===== src/rtl/rch_defs.vh =====
// constants for the reconfiguration action handler
`ifndef RCH_DEFS_VH
`define RCH_DEFS_VH

// upstream message codes on the request port
`define RCH_MSG_REQ 2'h0
`define RCH_MSG_INF 2'h1
`define RCH_MSG_CAN 2'h2

// reply kinds on the reply port
`define RCH_RPL_DEF 2'h0
`define RCH_RPL_ACK 2'h1
`define RCH_RPL_ERR 2'h2

// four-character cause codes, ascii, first character in the top byte
`define RCH_CAUSE_NONE 32'h4e4f4e45
`define RCH_CAUSE_NAME 32'h4e414d45
`define RCH_CAUSE_INST 32'h494e5354
`define RCH_CAUSE_PEND 32'h50454e44
`define RCH_CAUSE_NRES 32'h4e524553
`define RCH_CAUSE_LATE 32'h4c415445

// field widths in bits: name 16 chars, utc 8 chars, frame count 6 chars
`define RCH_NAME_W 128
`define RCH_UTC_W 64
`define RCH_DFCT_W 48
`define RCH_NLEN_W 5

// ascii characters used in the field checks
`define RCH_CH_0 8'h30
`define RCH_CH_1 8'h31
`define RCH_CH_2 8'h32
`define RCH_CH_3 8'h33
`define RCH_CH_4 8'h34
`define RCH_CH_5 8'h35
`define RCH_CH_9 8'h39
`define RCH_CH_COLON 8'h3a

// reserved names, left aligned and zero padded to 16 characters
`define RCH_RSV_CURRENT 128'h43555252454e54000000000000000000
`define RCH_RSV_NEXT 128'h4e455854000000000000000000000000
`define RCH_LEN_CURRENT 5'h07
`define RCH_LEN_NEXT 5'h04
`define RCH_LEN_MAX 5'h10
`define RCH_LEN_MIN 5'h01

`endif


===== src/rtl/rch_handler.v =====
// reconfiguration action message handler, downstream side
`timescale 1ns/1ps
`include "rch_defs.vh"

module rch_handler (
  input wire REF_CLK,
  input wire RST_N,
  input wire MSG_VALID,
  input wire [1:0] MSG_KIND,
  input wire [`RCH_NAME_W-1:0] MSG_NAME,
  input wire [`RCH_NLEN_W-1:0] MSG_NAME_LEN,
  input wire [`RCH_UTC_W-1:0] MSG_UTC,
  input wire [`RCH_DFCT_W-1:0] MSG_DFCT,
  input wire NAME_KNOWN,
  input wire RES_AVAIL,
  input wire INST_OK,
  input wire CAN_TOO_LATE,
  input wire IMPOSE_VALID,
  input wire [`RCH_NAME_W-1:0] IMPOSE_NAME,
  input wire [`RCH_UTC_W-1:0] IMPOSE_UTC,
  input wire [`RCH_DFCT_W-1:0] IMPOSE_DFCT,
  input wire RECONF_DONE,
  output reg RPL_VALID,
  output reg [1:0] RPL_KIND,
  output reg [`RCH_NAME_W-1:0] RPL_NAME,
  output reg [`RCH_UTC_W-1:0] RPL_UTC,
  output reg [`RCH_DFCT_W-1:0] RPL_DFCT,
  output reg [31:0] RPL_CAUSE,
  output reg PENDING,
  output reg [`RCH_NAME_W-1:0] PEND_NAME,
  output reg [`RCH_UTC_W-1:0] PEND_UTC,
  output reg [`RCH_DFCT_W-1:0] PEND_DFCT
);

// ---------------------------------------------------------------
// field checks
// ---------------------------------------------------------------
function is_digit;
  input [7:0] c;
  input [7:0] hi;
  begin
    is_digit = (c >= `RCH_CH_0) && (c <= hi);
  end
endfunction

// characters are held first-in-top; index 7 is the first utc character
wire [7:0] u [0:7];
wire [7:0] f [0:5];
genvar gi;
generate
  for (gi = 0; gi < 8; gi = gi + 1) begin : g_utc
    assign u[gi] = MSG_UTC[8*gi+7:8*gi];
  end
  for (gi = 0; gi < 6; gi = gi + 1) begin : g_dfct
    assign f[gi] = MSG_DFCT[8*gi+7:8*gi];
  end
endgenerate

// hours 00..23: a leading 2 limits the second digit to 3
wire hh_ok = (is_digit(u[7], `RCH_CH_1) && is_digit(u[6], `RCH_CH_9)) ||
  ((u[7] == `RCH_CH_2) && is_digit(u[6], `RCH_CH_3));
wire mm_ok = is_digit(u[4], `RCH_CH_5) && is_digit(u[3], `RCH_CH_9);
wire ss_ok = is_digit(u[1], `RCH_CH_5) && is_digit(u[0], `RCH_CH_9);
wire utc_ok = hh_ok && mm_ok && ss_ok && (u[5] == `RCH_CH_COLON) &&
  (u[2] == `RCH_CH_COLON);

// upper 00..19
wire uu_ok = is_digit(f[5], `RCH_CH_1) && is_digit(f[4], `RCH_CH_9);
// lower 000..249: 0xx/1xx free, 2xx limits tens to 4
wire lll_ok = (is_digit(f[2], `RCH_CH_1) && is_digit(f[1], `RCH_CH_9) &&
  is_digit(f[0], `RCH_CH_9)) || ((f[2] == `RCH_CH_2) &&
  is_digit(f[1], `RCH_CH_4) && is_digit(f[0], `RCH_CH_9));
wire dfct_ok = uu_ok && lll_ok && (f[3] == `RCH_CH_COLON);

// reserved monitoring names are treated as unknown configurations
wire name_rsv = ((MSG_NAME == `RCH_RSV_CURRENT) &&
  (MSG_NAME_LEN == `RCH_LEN_CURRENT)) ||
  ((MSG_NAME == `RCH_RSV_NEXT) && (MSG_NAME_LEN == `RCH_LEN_NEXT));
wire name_len_ok = (MSG_NAME_LEN >= `RCH_LEN_MIN) &&
  (MSG_NAME_LEN <= `RCH_LEN_MAX);
wire name_ok = NAME_KNOWN && !name_rsv && name_len_ok;

// ---------------------------------------------------------------
// message decision
// ---------------------------------------------------------------
reg rpl_valid_nxt;
reg [1:0] rpl_kind_nxt;
reg [`RCH_NAME_W-1:0] rpl_name_nxt;
reg [`RCH_UTC_W-1:0] rpl_utc_nxt;
reg [`RCH_DFCT_W-1:0] rpl_dfct_nxt;
reg [31:0] rpl_cause_nxt;
reg pending_nxt;
reg [`RCH_NAME_W-1:0] pend_name_nxt;
reg [`RCH_UTC_W-1:0] pend_utc_nxt;
reg [`RCH_DFCT_W-1:0] pend_dfct_nxt;

always @* begin
  rpl_valid_nxt = 1'b0;
  rpl_kind_nxt = RPL_KIND;
  rpl_name_nxt = RPL_NAME;
  rpl_utc_nxt = RPL_UTC;
  rpl_dfct_nxt = RPL_DFCT;
  rpl_cause_nxt = RPL_CAUSE;
  pending_nxt = PENDING;
  pend_name_nxt = PEND_NAME;
  pend_utc_nxt = PEND_UTC;
  pend_dfct_nxt = PEND_DFCT;
  // the procedure ran at its instant; nothing left to hold
  if (RECONF_DONE) begin
    pending_nxt = 1'b0;
  end
  if (MSG_VALID) begin
    rpl_valid_nxt = 1'b1;
    case (MSG_KIND)
      `RCH_MSG_REQ: begin
        rpl_kind_nxt = `RCH_RPL_ERR;
        // busy is checked first so a second request never disturbs the
        // one already held
        if (PENDING && !RECONF_DONE) begin
          rpl_cause_nxt = `RCH_CAUSE_PEND;
        end else if (!name_ok) begin
          rpl_cause_nxt = `RCH_CAUSE_NAME;
        end else if (!utc_ok || !dfct_ok || !INST_OK) begin
          rpl_cause_nxt = `RCH_CAUSE_INST;
        end else if (!RES_AVAIL) begin
          rpl_cause_nxt = `RCH_CAUSE_NRES;
        end else begin
          rpl_kind_nxt = `RCH_RPL_DEF;
          rpl_name_nxt = MSG_NAME;
          rpl_utc_nxt = MSG_UTC;
          rpl_dfct_nxt = MSG_DFCT;
          pending_nxt = 1'b1;
          pend_name_nxt = MSG_NAME;
          pend_utc_nxt = MSG_UTC;
          pend_dfct_nxt = MSG_DFCT;
        end
      end
      `RCH_MSG_INF: begin
        if (PENDING && !RECONF_DONE) begin
          rpl_kind_nxt = `RCH_RPL_DEF;
          rpl_name_nxt = PEND_NAME;
          rpl_utc_nxt = PEND_UTC;
          rpl_dfct_nxt = PEND_DFCT;
        end else begin
          rpl_kind_nxt = `RCH_RPL_ERR;
          rpl_cause_nxt = `RCH_CAUSE_NONE;
        end
      end
      `RCH_MSG_CAN: begin
        rpl_kind_nxt = `RCH_RPL_ERR;
        if (!PENDING || RECONF_DONE) begin
          rpl_cause_nxt = `RCH_CAUSE_NONE;
        end else if (CAN_TOO_LATE) begin
          rpl_cause_nxt = `RCH_CAUSE_LATE;
        end else begin
          // cancel and acknowledge land on the same edge
          rpl_kind_nxt = `RCH_RPL_ACK;
          pending_nxt = 1'b0;
        end
      end
      default: begin
        rpl_valid_nxt = 1'b0;
      end
    endcase
  end else if (IMPOSE_VALID && !(PENDING && !RECONF_DONE)) begin
    // imposed definition; upstream has no way to refuse it
    rpl_valid_nxt = 1'b1;
    rpl_kind_nxt = `RCH_RPL_DEF;
    rpl_name_nxt = IMPOSE_NAME;
    rpl_utc_nxt = IMPOSE_UTC;
    rpl_dfct_nxt = IMPOSE_DFCT;
    pending_nxt = 1'b1;
    pend_name_nxt = IMPOSE_NAME;
    pend_utc_nxt = IMPOSE_UTC;
    pend_dfct_nxt = IMPOSE_DFCT;
  end
end

// ---------------------------------------------------------------
// state and outputs
// ---------------------------------------------------------------
always @(posedge REF_CLK or negedge RST_N) begin
  if (!RST_N) begin
    RPL_VALID <= 1'b0;
    RPL_KIND <= `RCH_RPL_DEF;
    RPL_NAME <= {`RCH_NAME_W{1'b0}};
    RPL_UTC <= {`RCH_UTC_W{1'b0}};
    RPL_DFCT <= {`RCH_DFCT_W{1'b0}};
    RPL_CAUSE <= 32'h00000000;
    PENDING <= 1'b0;
    PEND_NAME <= {`RCH_NAME_W{1'b0}};
    PEND_UTC <= {`RCH_UTC_W{1'b0}};
    PEND_DFCT <= {`RCH_DFCT_W{1'b0}};
  end else begin
    RPL_VALID <= rpl_valid_nxt;
    RPL_KIND <= rpl_kind_nxt;
    RPL_NAME <= rpl_name_nxt;
    RPL_UTC <= rpl_utc_nxt;
    RPL_DFCT <= rpl_dfct_nxt;
    RPL_CAUSE <= rpl_cause_nxt;
    PENDING <= pending_nxt;
    PEND_NAME <= pend_name_nxt;
    PEND_UTC <= pend_utc_nxt;
    PEND_DFCT <= pend_dfct_nxt;
  end
end

endmodule // rch_handler


===== config.mk =====
export PLATFORM = sky130hd
export DESIGN_NAME = rch_handler
export DESIGN_NICKNAME = d
export VERILOG_FILES = /design/src/rtl/rch_handler.v
export VERILOG_INCLUDE_DIRS = /design/src /design/src/rtl
export SDC_FILE = /design/constraint.sdc
export NUM_CORES = 1
export LEC_CHECK = 0
export ABC_AREA = 1
export BUFFER_PORTS_ARGS = -buffer_cell sky130_fd_sc_hd__buf_2
export CAP_MARGIN = 20
export CORE_AREA = 5 5 392 394
export CTS_CLUSTER_DIAMETER = 30
export CTS_CLUSTER_SIZE = 25
export DETAILED_ROUTE_END_ITERATION = 8
export DIE_AREA = 0 0 397 399
export PLACE_DENSITY = 0.37
export SLEW_MARGIN = 5
export SYNTH_ARGS = -nofsm -noshare
export SYNTH_HDL_FRONTEND = slang
export SYNTH_SLANG_ARGS = --single-unit

===== constraint.sdc =====
create_clock -name REF_CLK -period 2 [get_ports REF_CLK]
set_clock_uncertainty 0.15 [all_clocks]
set_input_delay 0.1 -clock REF_CLK [delete_from_list [all_inputs] [get_ports REF_CLK]]
set_output_delay 0.1 -clock REF_CLK [all_outputs]
set_load 0.02 [all_outputs]

==> impl_metrics.toml, run 1 <==
[floorplanning]
row_count = 142
dieHeight_um = 399
num_io_pins = 1012
start_util = 0.186
die_x_um = 397
core_um2 = 149000
die_area_um2 = 158000

[finish]
multi_input_area_um2 = 13000
layout_commonest_cell = "nand2_1"
syn_to_final_growth_pct = 98.4
final_cell_mix = "1192 x nand2_1, 1000 x buf_2, 941 x dlygate4sd3_1"
drive_gt1_frac = 0.290
nFillCells = 15688
ff_latch_area_um2 = 12500
fin_nets = 6769
fin_area_um2 = 55200

[logic_synthesis]
syn_area_um2 = 27800
synth_top_flop_cell = "dfrtp_1"
synth_edf_count = 0
synthCells = 3971
yosys_warnings = 0
ys_async_sr_fraction = 1.00
ys_types = 34
seq_area_frac_synth = 0.451
synth_area_per_cell_um2 = 7.01
ys_ff_latch = 501

[sta]
hold_ws_ps = 25.1
tightest_slew_ps = 567
finalSetupViolCount = 96
min_period_over_period = 1.04
rsz0062_at_grt = "yes"
final_hold_viol_count = 0
slew_viol_final = 0
slew_headroom = 0.618
fmax_mhz = 481
fin_ws_ps = -77.7
min_period_ps = 2080

[grt]
gr-total-overflow = 0
grt_first_pass_wirelength_mm = 247
antenna_found_initial = 56
grt_max_degree = 89
grt_pass1_vias = 36565
grt_util_all_layers = 0.209

[worst_setup_path]
critPathMaxFanout = 15
worst_setup_path_start_kind = "register"
endpoint_kind = "register"
crit_chain = "inv_2 -> nor2_4 -> nor2_2 -> inv_2 -> nand2_2 -> o31ai_2 -> buf_4 -> nand2_8 -> buf_16 -> buf_4 -> clkbuf_16 -> nand2_1 -> o21ai_1"
cp.required_ps = 2500
path_buf_inv = 6
slowest_delay_ps = 350
worst_ep_arrival_time_ps = 2580
crit_slowest_cell = "dfrtp_1"
crit_type = "register to register"
cpLargestDelayFamily = "buffers and inverters"

[cts]
clkLatencyLatePin_ps = 760
path_clk_slew_ps = 40
cts_tree = "built"
numCtsBuffers = 186
cts_max_level = 4
clock-sinks = 501
clockRootBuffer = "clkbuf_16"
cts_buffer_depth = 3

[drt]
vias = 36421
antenna_left = 0
drcViolationCount = 0
avgViaCountPerCell = 4.30
routed_wl_mm = 173
wl_per_cell_um = 20.5
first_iter_violations = 2176
firstDrtPassIters = 7

[place]
port_buffers = 1002
placed_area_um2 = 38000
place.gp.congestion = 0.884
hpwl_mm = 125

[run_status]
status = "finished with violations"
violations = "negative setup slack"

[worst_hold_path]
hp-class = "input pin to register"

[power_and_ir_drop]
vdd_drop_max_uv = 732
leakagePower_nw = 27.5
powerDensity_nw_per_um2 = 1030

[flow_run]
maxCapViolCount = 0
[timing repair]
action	in CTS	in global routing
setup endpoints to repair	492	484
setup buffers	4	10
hold endpoints to repair	1001	3
gates cloned	7	12
hold buffers	944	1
gates resized for setup	47	138
pin swaps	2	3
[cells by family (layout without fill, tap and decap cells)]
family / after synthesis / in the layout / share of synthesized area
compound gates: 1064 / 1064 / 0.203
simple gates: 1755 / 1755 / 0.246
fa+ha+maj: 4 / 4 / 0.00180
flops: 501 / 501 / 0.451
other cells: 1 / 42 / 0.000135
buf+inv: 646 / 3090 / 0.0989
[path summary, 6_finish.rpt]
kind,from,to,slack [ps],cells after the start
setup / recovery,PENDING$_DFF_PN0_,RPL_NAME[89]$_DFFE_PN0P_,-80,13
min in group asynchronous,RST_N,RPL_NAME[23]$_DFFE_PN0P_,330,4
hold / removal,MSG_UTC[50],RPL_UTC[50]$_DFFE_PN0P_,30,7
hold reg to reg,RPL_UTC[19]$_DFFE_PN0P_,RPL_UTC[19]$_DFFE_PN0P_,320,2
max in group asynchronous,RST_N,PEND_DFCT[36]$_DFFE_PN0P_,560,6
setup reg to reg,PENDING$_DFF_PN0_,RPL_NAME[89]$_DFFE_PN0P_,-80,13
[Yosys cell counts, types with 2 or more instances]
cell         n  area share
inv_1      361       0.049
buf_6       23      0.0093
nand3_1    128       0.023
clkbuf_1   170       0.023
nor2_1     358       0.048
nand4_1      9      0.0020
buf_4       23      0.0062
buf_2       55      0.0099
o21ai_1    204       0.037
buf_1       11      0.0015
o21ai_0    589        0.11
nand2_2      3     0.00067
a21oi_1    145       0.026
o21a_1      98       0.026
nand3b_1     3     0.00081
nor4_1       3     0.00067
ha_1         4      0.0018
nor3_1       5     0.00090
a22oi_1     22      0.0059
inv_2        2     0.00027
nand2_1   1240        0.17
o31ai_1      2     0.00054
a211oi_1     2     0.00054
dfrtp_1    501        0.45
[power by group]
part,internal [mW],switching (mW),total [mW],leakage [nW]
Clock,20.5,8.40,28.9,3.18
Combinational,5.66,8.46,14.1,18.1
Sequential,12.1,1.46,13.6,6.26
Total,38.3,18.3,56.7,27.5
[registers in the layout, summed over array words and instances, names as in the netlist, 2 cells and up]
name	flops
PEND_NAME	128
RPL_UTC	64
RPL_NAME	128
PEND_UTC	64
RPL_DFCT	48
PEND_DFCT	48
RPL_CAUSE	17
RPL_KIND	2
[per-layer routing]
layer | wire length [um] | track usage | vias to the layer above
met2 | 81000 | 0.345 | 1301
li1 | - | - | 17455
met4 | 7670 | 0.0879 | 34
met3 | 12300 | 0.0592 | 353
met1 | 72200 | 0.257 | 17278
met5 | 202 | 0 | -
[worst register-to-register path: stages (launching register included)]
cell and delay, ps:
dfrtp_1 350, inv_2 50, nor2_4 180, nor2_2 60, inv_2 60, nand2_2 40, o31ai_2 180, buf_4 170
nand2_8 100, buf_16 190, buf_4 170, clkbuf_16 170, nand2_1 60, o21ai_1 50
[per-stage QoR]
| step | setup TNS, ps | setup slack [ps] | utilization | cells | power (mW) |
|---|---|---|---|---|---|
| floorplan | 0 | 20.2 | - | 3979 | 19.3 |
| global placement | -487610 | -1080 | 0.254 | 7119 | 25.6 |
| detailed placement | -493690 | -1090 | 0.254 | 7119 | 25.6 |
| CTS | -2510 | -56.3 | 0.363 | 8416 | 56.9 |
| global route | -35660 | -200 | 0.369 | 8464 | 59.2 |
| finish | -3670 | -77.7 | 0.369 | 8472 | 56.7 |
[cell type report]
cell class / instances / share of cell area
clock inverter: 72 / 0.0167
tap: 2016 / 0.0457
sequential: 501 / 0.227
multi-input combinational: 2832 / 0.236
inverter: 364 / 0.0250
clock buffer: 270 / 0.0995
antenna: 33 / 0.00150
timing repair buffer: 2384 / 0.349
Note: power is estimated with default switching activity, not from simulation.
==> inputs of run 2 (changes only) <==
--- a/config.mk
+++ b/config.mk
@@ -6,15 +6,14 @@
 export SDC_FILE = /design/constraint.sdc
 export NUM_CORES = 1
 export LEC_CHECK = 0
-export ABC_AREA = 1
 export BUFFER_PORTS_ARGS = -buffer_cell sky130_fd_sc_hd__buf_2
 export CAP_MARGIN = 20
-export CORE_AREA = 5 5 392 394
+export CORE_AREA = 2 2 396 398
 export CTS_CLUSTER_DIAMETER = 30
 export CTS_CLUSTER_SIZE = 25
 export DETAILED_ROUTE_END_ITERATION = 8
-export DIE_AREA = 0 0 397 399
-export PLACE_DENSITY = 0.37
+export DIE_AREA = 0 0 398 400
+export PLACE_DENSITY = 0.38
 export SLEW_MARGIN = 5
 export SYNTH_ARGS = -nofsm -noshare
 export SYNTH_HDL_FRONTEND = slang
==> impl_metrics.toml, run 2 <==
[run_status]
status = "finished with violations"
violations = "negative setup slack"

[worst_setup_path]
worst_path_most_repeated_cell = "buf_4"
slowest_delay_ps = 660
endpoint_kind = "register"
critPathMaxFanout = 9
crit_type = "input pin to register"
crit_chain = "buf_2 -> nor4b_1 -> buf_4 -> nand4_1 -> or3_1 -> or4_4 -> o21ai_4 -> buf_6 -> buf_4 -> buf_12 -> bufbuf_16 -> mux2_4"
crit_slowest_cell = "nor4b_1"
cp.required_ps = 2510
worst_setup_path_start_kind = "input pin"
r2r_slack_ps = -770
worst_ep_arrival_time_ps = 3490

[power_and_ir_drop]
clkPwrFrac = 0.493
powerDensity_nw_per_um2 = 986
pwr-share-seq = 0.250
vdd_drop_max_uv = 776
swShare = 0.325
p_total_mw = 54.5
pwr-share-comb = 0.257
p_int_mw = 36.8
leakagePower_nw = 25.2
p_switching_mw = 17.7

[floorplanning]
die_area_um2 = 159000
die_x_um = 398
start_util = 0.197
row_count = 145
dieHeight_um = 400
num_io_pins = 1012
core_um2 = 155000

[finish]
syn_to_final_growth_pct = 81.0
fin_area_um2 = 55200
finalCoreUtilization = 0.356
layout_commonest_cell = "buf_2"
final_cell_mix = "997 x buf_2, 575 x dlygate4sd3_1, 500 x dfrtp_1"
fin_nets = 5369
reg.largest.list = "PEND_NAME (128), RPL_NAME (128)"
drive_gt1_frac = 0.492
nFillCells = 15793

[place]
hpwl_mm = 126
place.gp.congestion = 0.851
port_buffers = 1002
preCtsSetupSlack_ps = -2190
placed_area_um2 = 40700

[logic_synthesis]
syn_area_um2 = 30500
synthDominantCellAreaShare = 0.411
yosys_warnings = 0
seq_area_frac_synth = 0.411
synth_top_flop_cell = "dfrtp_1"
synthCells = 2892
synth_area_per_cell_um2 = 10.6
synth_area_leader_cell = "dfrtp_1"
yosys-top-cells-area = "dfrtp_1 41%, mux2_2 15%, mux2_4 9.8%"
ys_async_sr_fraction = 1.00
synth_edf_count = 0
synth.most_common_cell = "dfrtp_1"
yosys-top-cells-count = "501 x dfrtp_1, 409 x mux2_2, 374 x a21oi_1"
ys_ff_latch = 501
ys_types = 53

[sta]
slew_headroom = 0.286
tightest_slew_ps = 1070
rsz0062_at_grt = "yes"
fmax_mhz = 336
finalSetupViolCount = 499
min_period_ps = 2980
min_period_over_period = 1.49
slew_viol_final = 0
fin_ws_ps = -977
final_hold_viol_count = 0
setup_tns_ps = -377430

[drt]
dr_wl_met2_mm = 88.1
vias = 33457
wl_met1_mm = 76.9
routed.top_layer = "met5"
wl_per_cell_um = 26.1
routed_wl_mm = 185
firstDrtPassIters = 5
drcViolationCount = 0
first_iter_violations = 1941
antenna_left = 0
avgViaCountPerCell = 4.72
dr_wl_met3_mm = 13.2

[cts]
path_clk_slew_ps = 40
cts_buffer_depth = 3
numCtsBuffers = 174
clockRootBuffer = "clkbuf_16"
cts_max_level = 4
clock-sinks = 501
cts_tree = "built"
clkLatencyLatePin_ps = 790

[grt]
gr-total-overflow = 0
grt_pass1_vias = 34125
grt_util_all_layers = 0.218
grt_first_pass_wirelength_mm = 253
grt_max_degree = 101
antenna_found_initial = 28

[flow_run]
maxCapViolCount = 0

[worst_hold_path]
hp-class = "input pin to register"
run 2: cell count changes after synthesis, moves of 123 or more:
cell | previous run | this run
a31oi_1 | 0 | 166
o2bb2ai_1 | 0 | 163
nor2_1 | 358 | 14
o21ai_0 | 589 | 209
nand3_1 | 128 | 5
nand2_1 | 1240 | 134
a21oi_1 | 145 | 374
o21ai_1 | 204 | 0
inv_1 | 361 | 175
mux2_2 | 0 | 409
mux2_4 | 0 | 200
run 2: worst paths after layout:
kind / from / to / cells after the start
max in group asynchronous: RST_N / PEND_DFCT[27]$_DFFE_PN0P_ / 6
hold / removal: MSG_VALID / PEND_DFCT[24]$_DFFE_PN0P_ / 6
setup / recovery: MSG_UTC[31] / PEND_NAME[15]$_DFFE_PN0P_ / 12
setup reg to reg: PENDING$_DFF_PN0_ / PEND_NAME[15]$_DFFE_PN0P_ / 10
hold reg to reg: RPL_KIND[0]$_DFFE_PN0P_ / RPL_KIND[0]$_DFFE_PN0P_ / 2
min in group asynchronous: RST_N / PEND_NAME[80]$_DFFE_PN0P_ / 4
run 2: power groups by stage:
stage / Combinational (mW) / Sequential, mW / Clock (mW)
after CTS: 13.8 / 13.6 / 27.2
after global placement: 12.3 / 13.7 / 0
after detailed placement: 12.3 / 13.7 / 0
after global routing: 14.9 / 13.8 / 27.9
final: 14.0 / 13.6 / 26.8
after floorplan: 4.69 / 15.4 / 0
run 2: worst max-delay path: cells and delay by family:
kind	cells	cell delay [ps]
AOI/OAI and AO/OA	1	150
buffers and inverters	6	1020
muxes	1	290
and+or+nand+nor	4	1870
run 2: repair_timing:
action                                 CTS  global route
gates resized for setup                159           203
buffers inserted                        38            23
hold buffers                           576             0
pin swaps                               16            27
cloned                                  31            22
setup endpoints to repair              499           499
endpoints found under the hold margin  988             0
run 2: cells by family (layout without fill, tap and decap cells):
family / count (synthesis) / in the layout / share of synthesized area
compound gates: 1021 / 1021 / 0.210
xor+xnor: 1 / 1 / 0.000287
fa+ha+maj: 4 / 4 / 0.00164
buf+inv: 454 / 2565 / 0.0702
flops: 501 / 501 / 0.411
mux: 651 / 651 / 0.263
other cells: 1 / 21 / 0.000123
simple gates: 259 / 259 / 0.0442
run 2: area by class of cell:
cell class / count / area, um2 / share of cell area
diodes: 12 / 30.0 / 0.000544
repair buffers: 2072 / 17000 / 0.307
well taps: 2058 / 2570 / 0.0466
clock buffers: 265 / 5160 / 0.0934
clock inverters: 53 / 741 / 0.0134
flip-flops and latches: 501 / 12500 / 0.227
multi-input cells: 1945 / 16600 / 0.300
inverters: 175 / 657 / 0.0119
run 2: per-stage QoR:
step                      hold WS (ps)  cells
final                             42.3   7081
after floorplan                   -346   2900
after global placement            -118   6076
after detailed placement          -117   6076
after CTS                        -12.4   7039
after global routing              21.8   7075
run 2: routing by layer:
layer	up-vias	global-route usage
met5	-	0
met4	8	0.0860
met3	299	0.0549
met2	1453	0.363
met1	16838	0.268
li1	14859	-
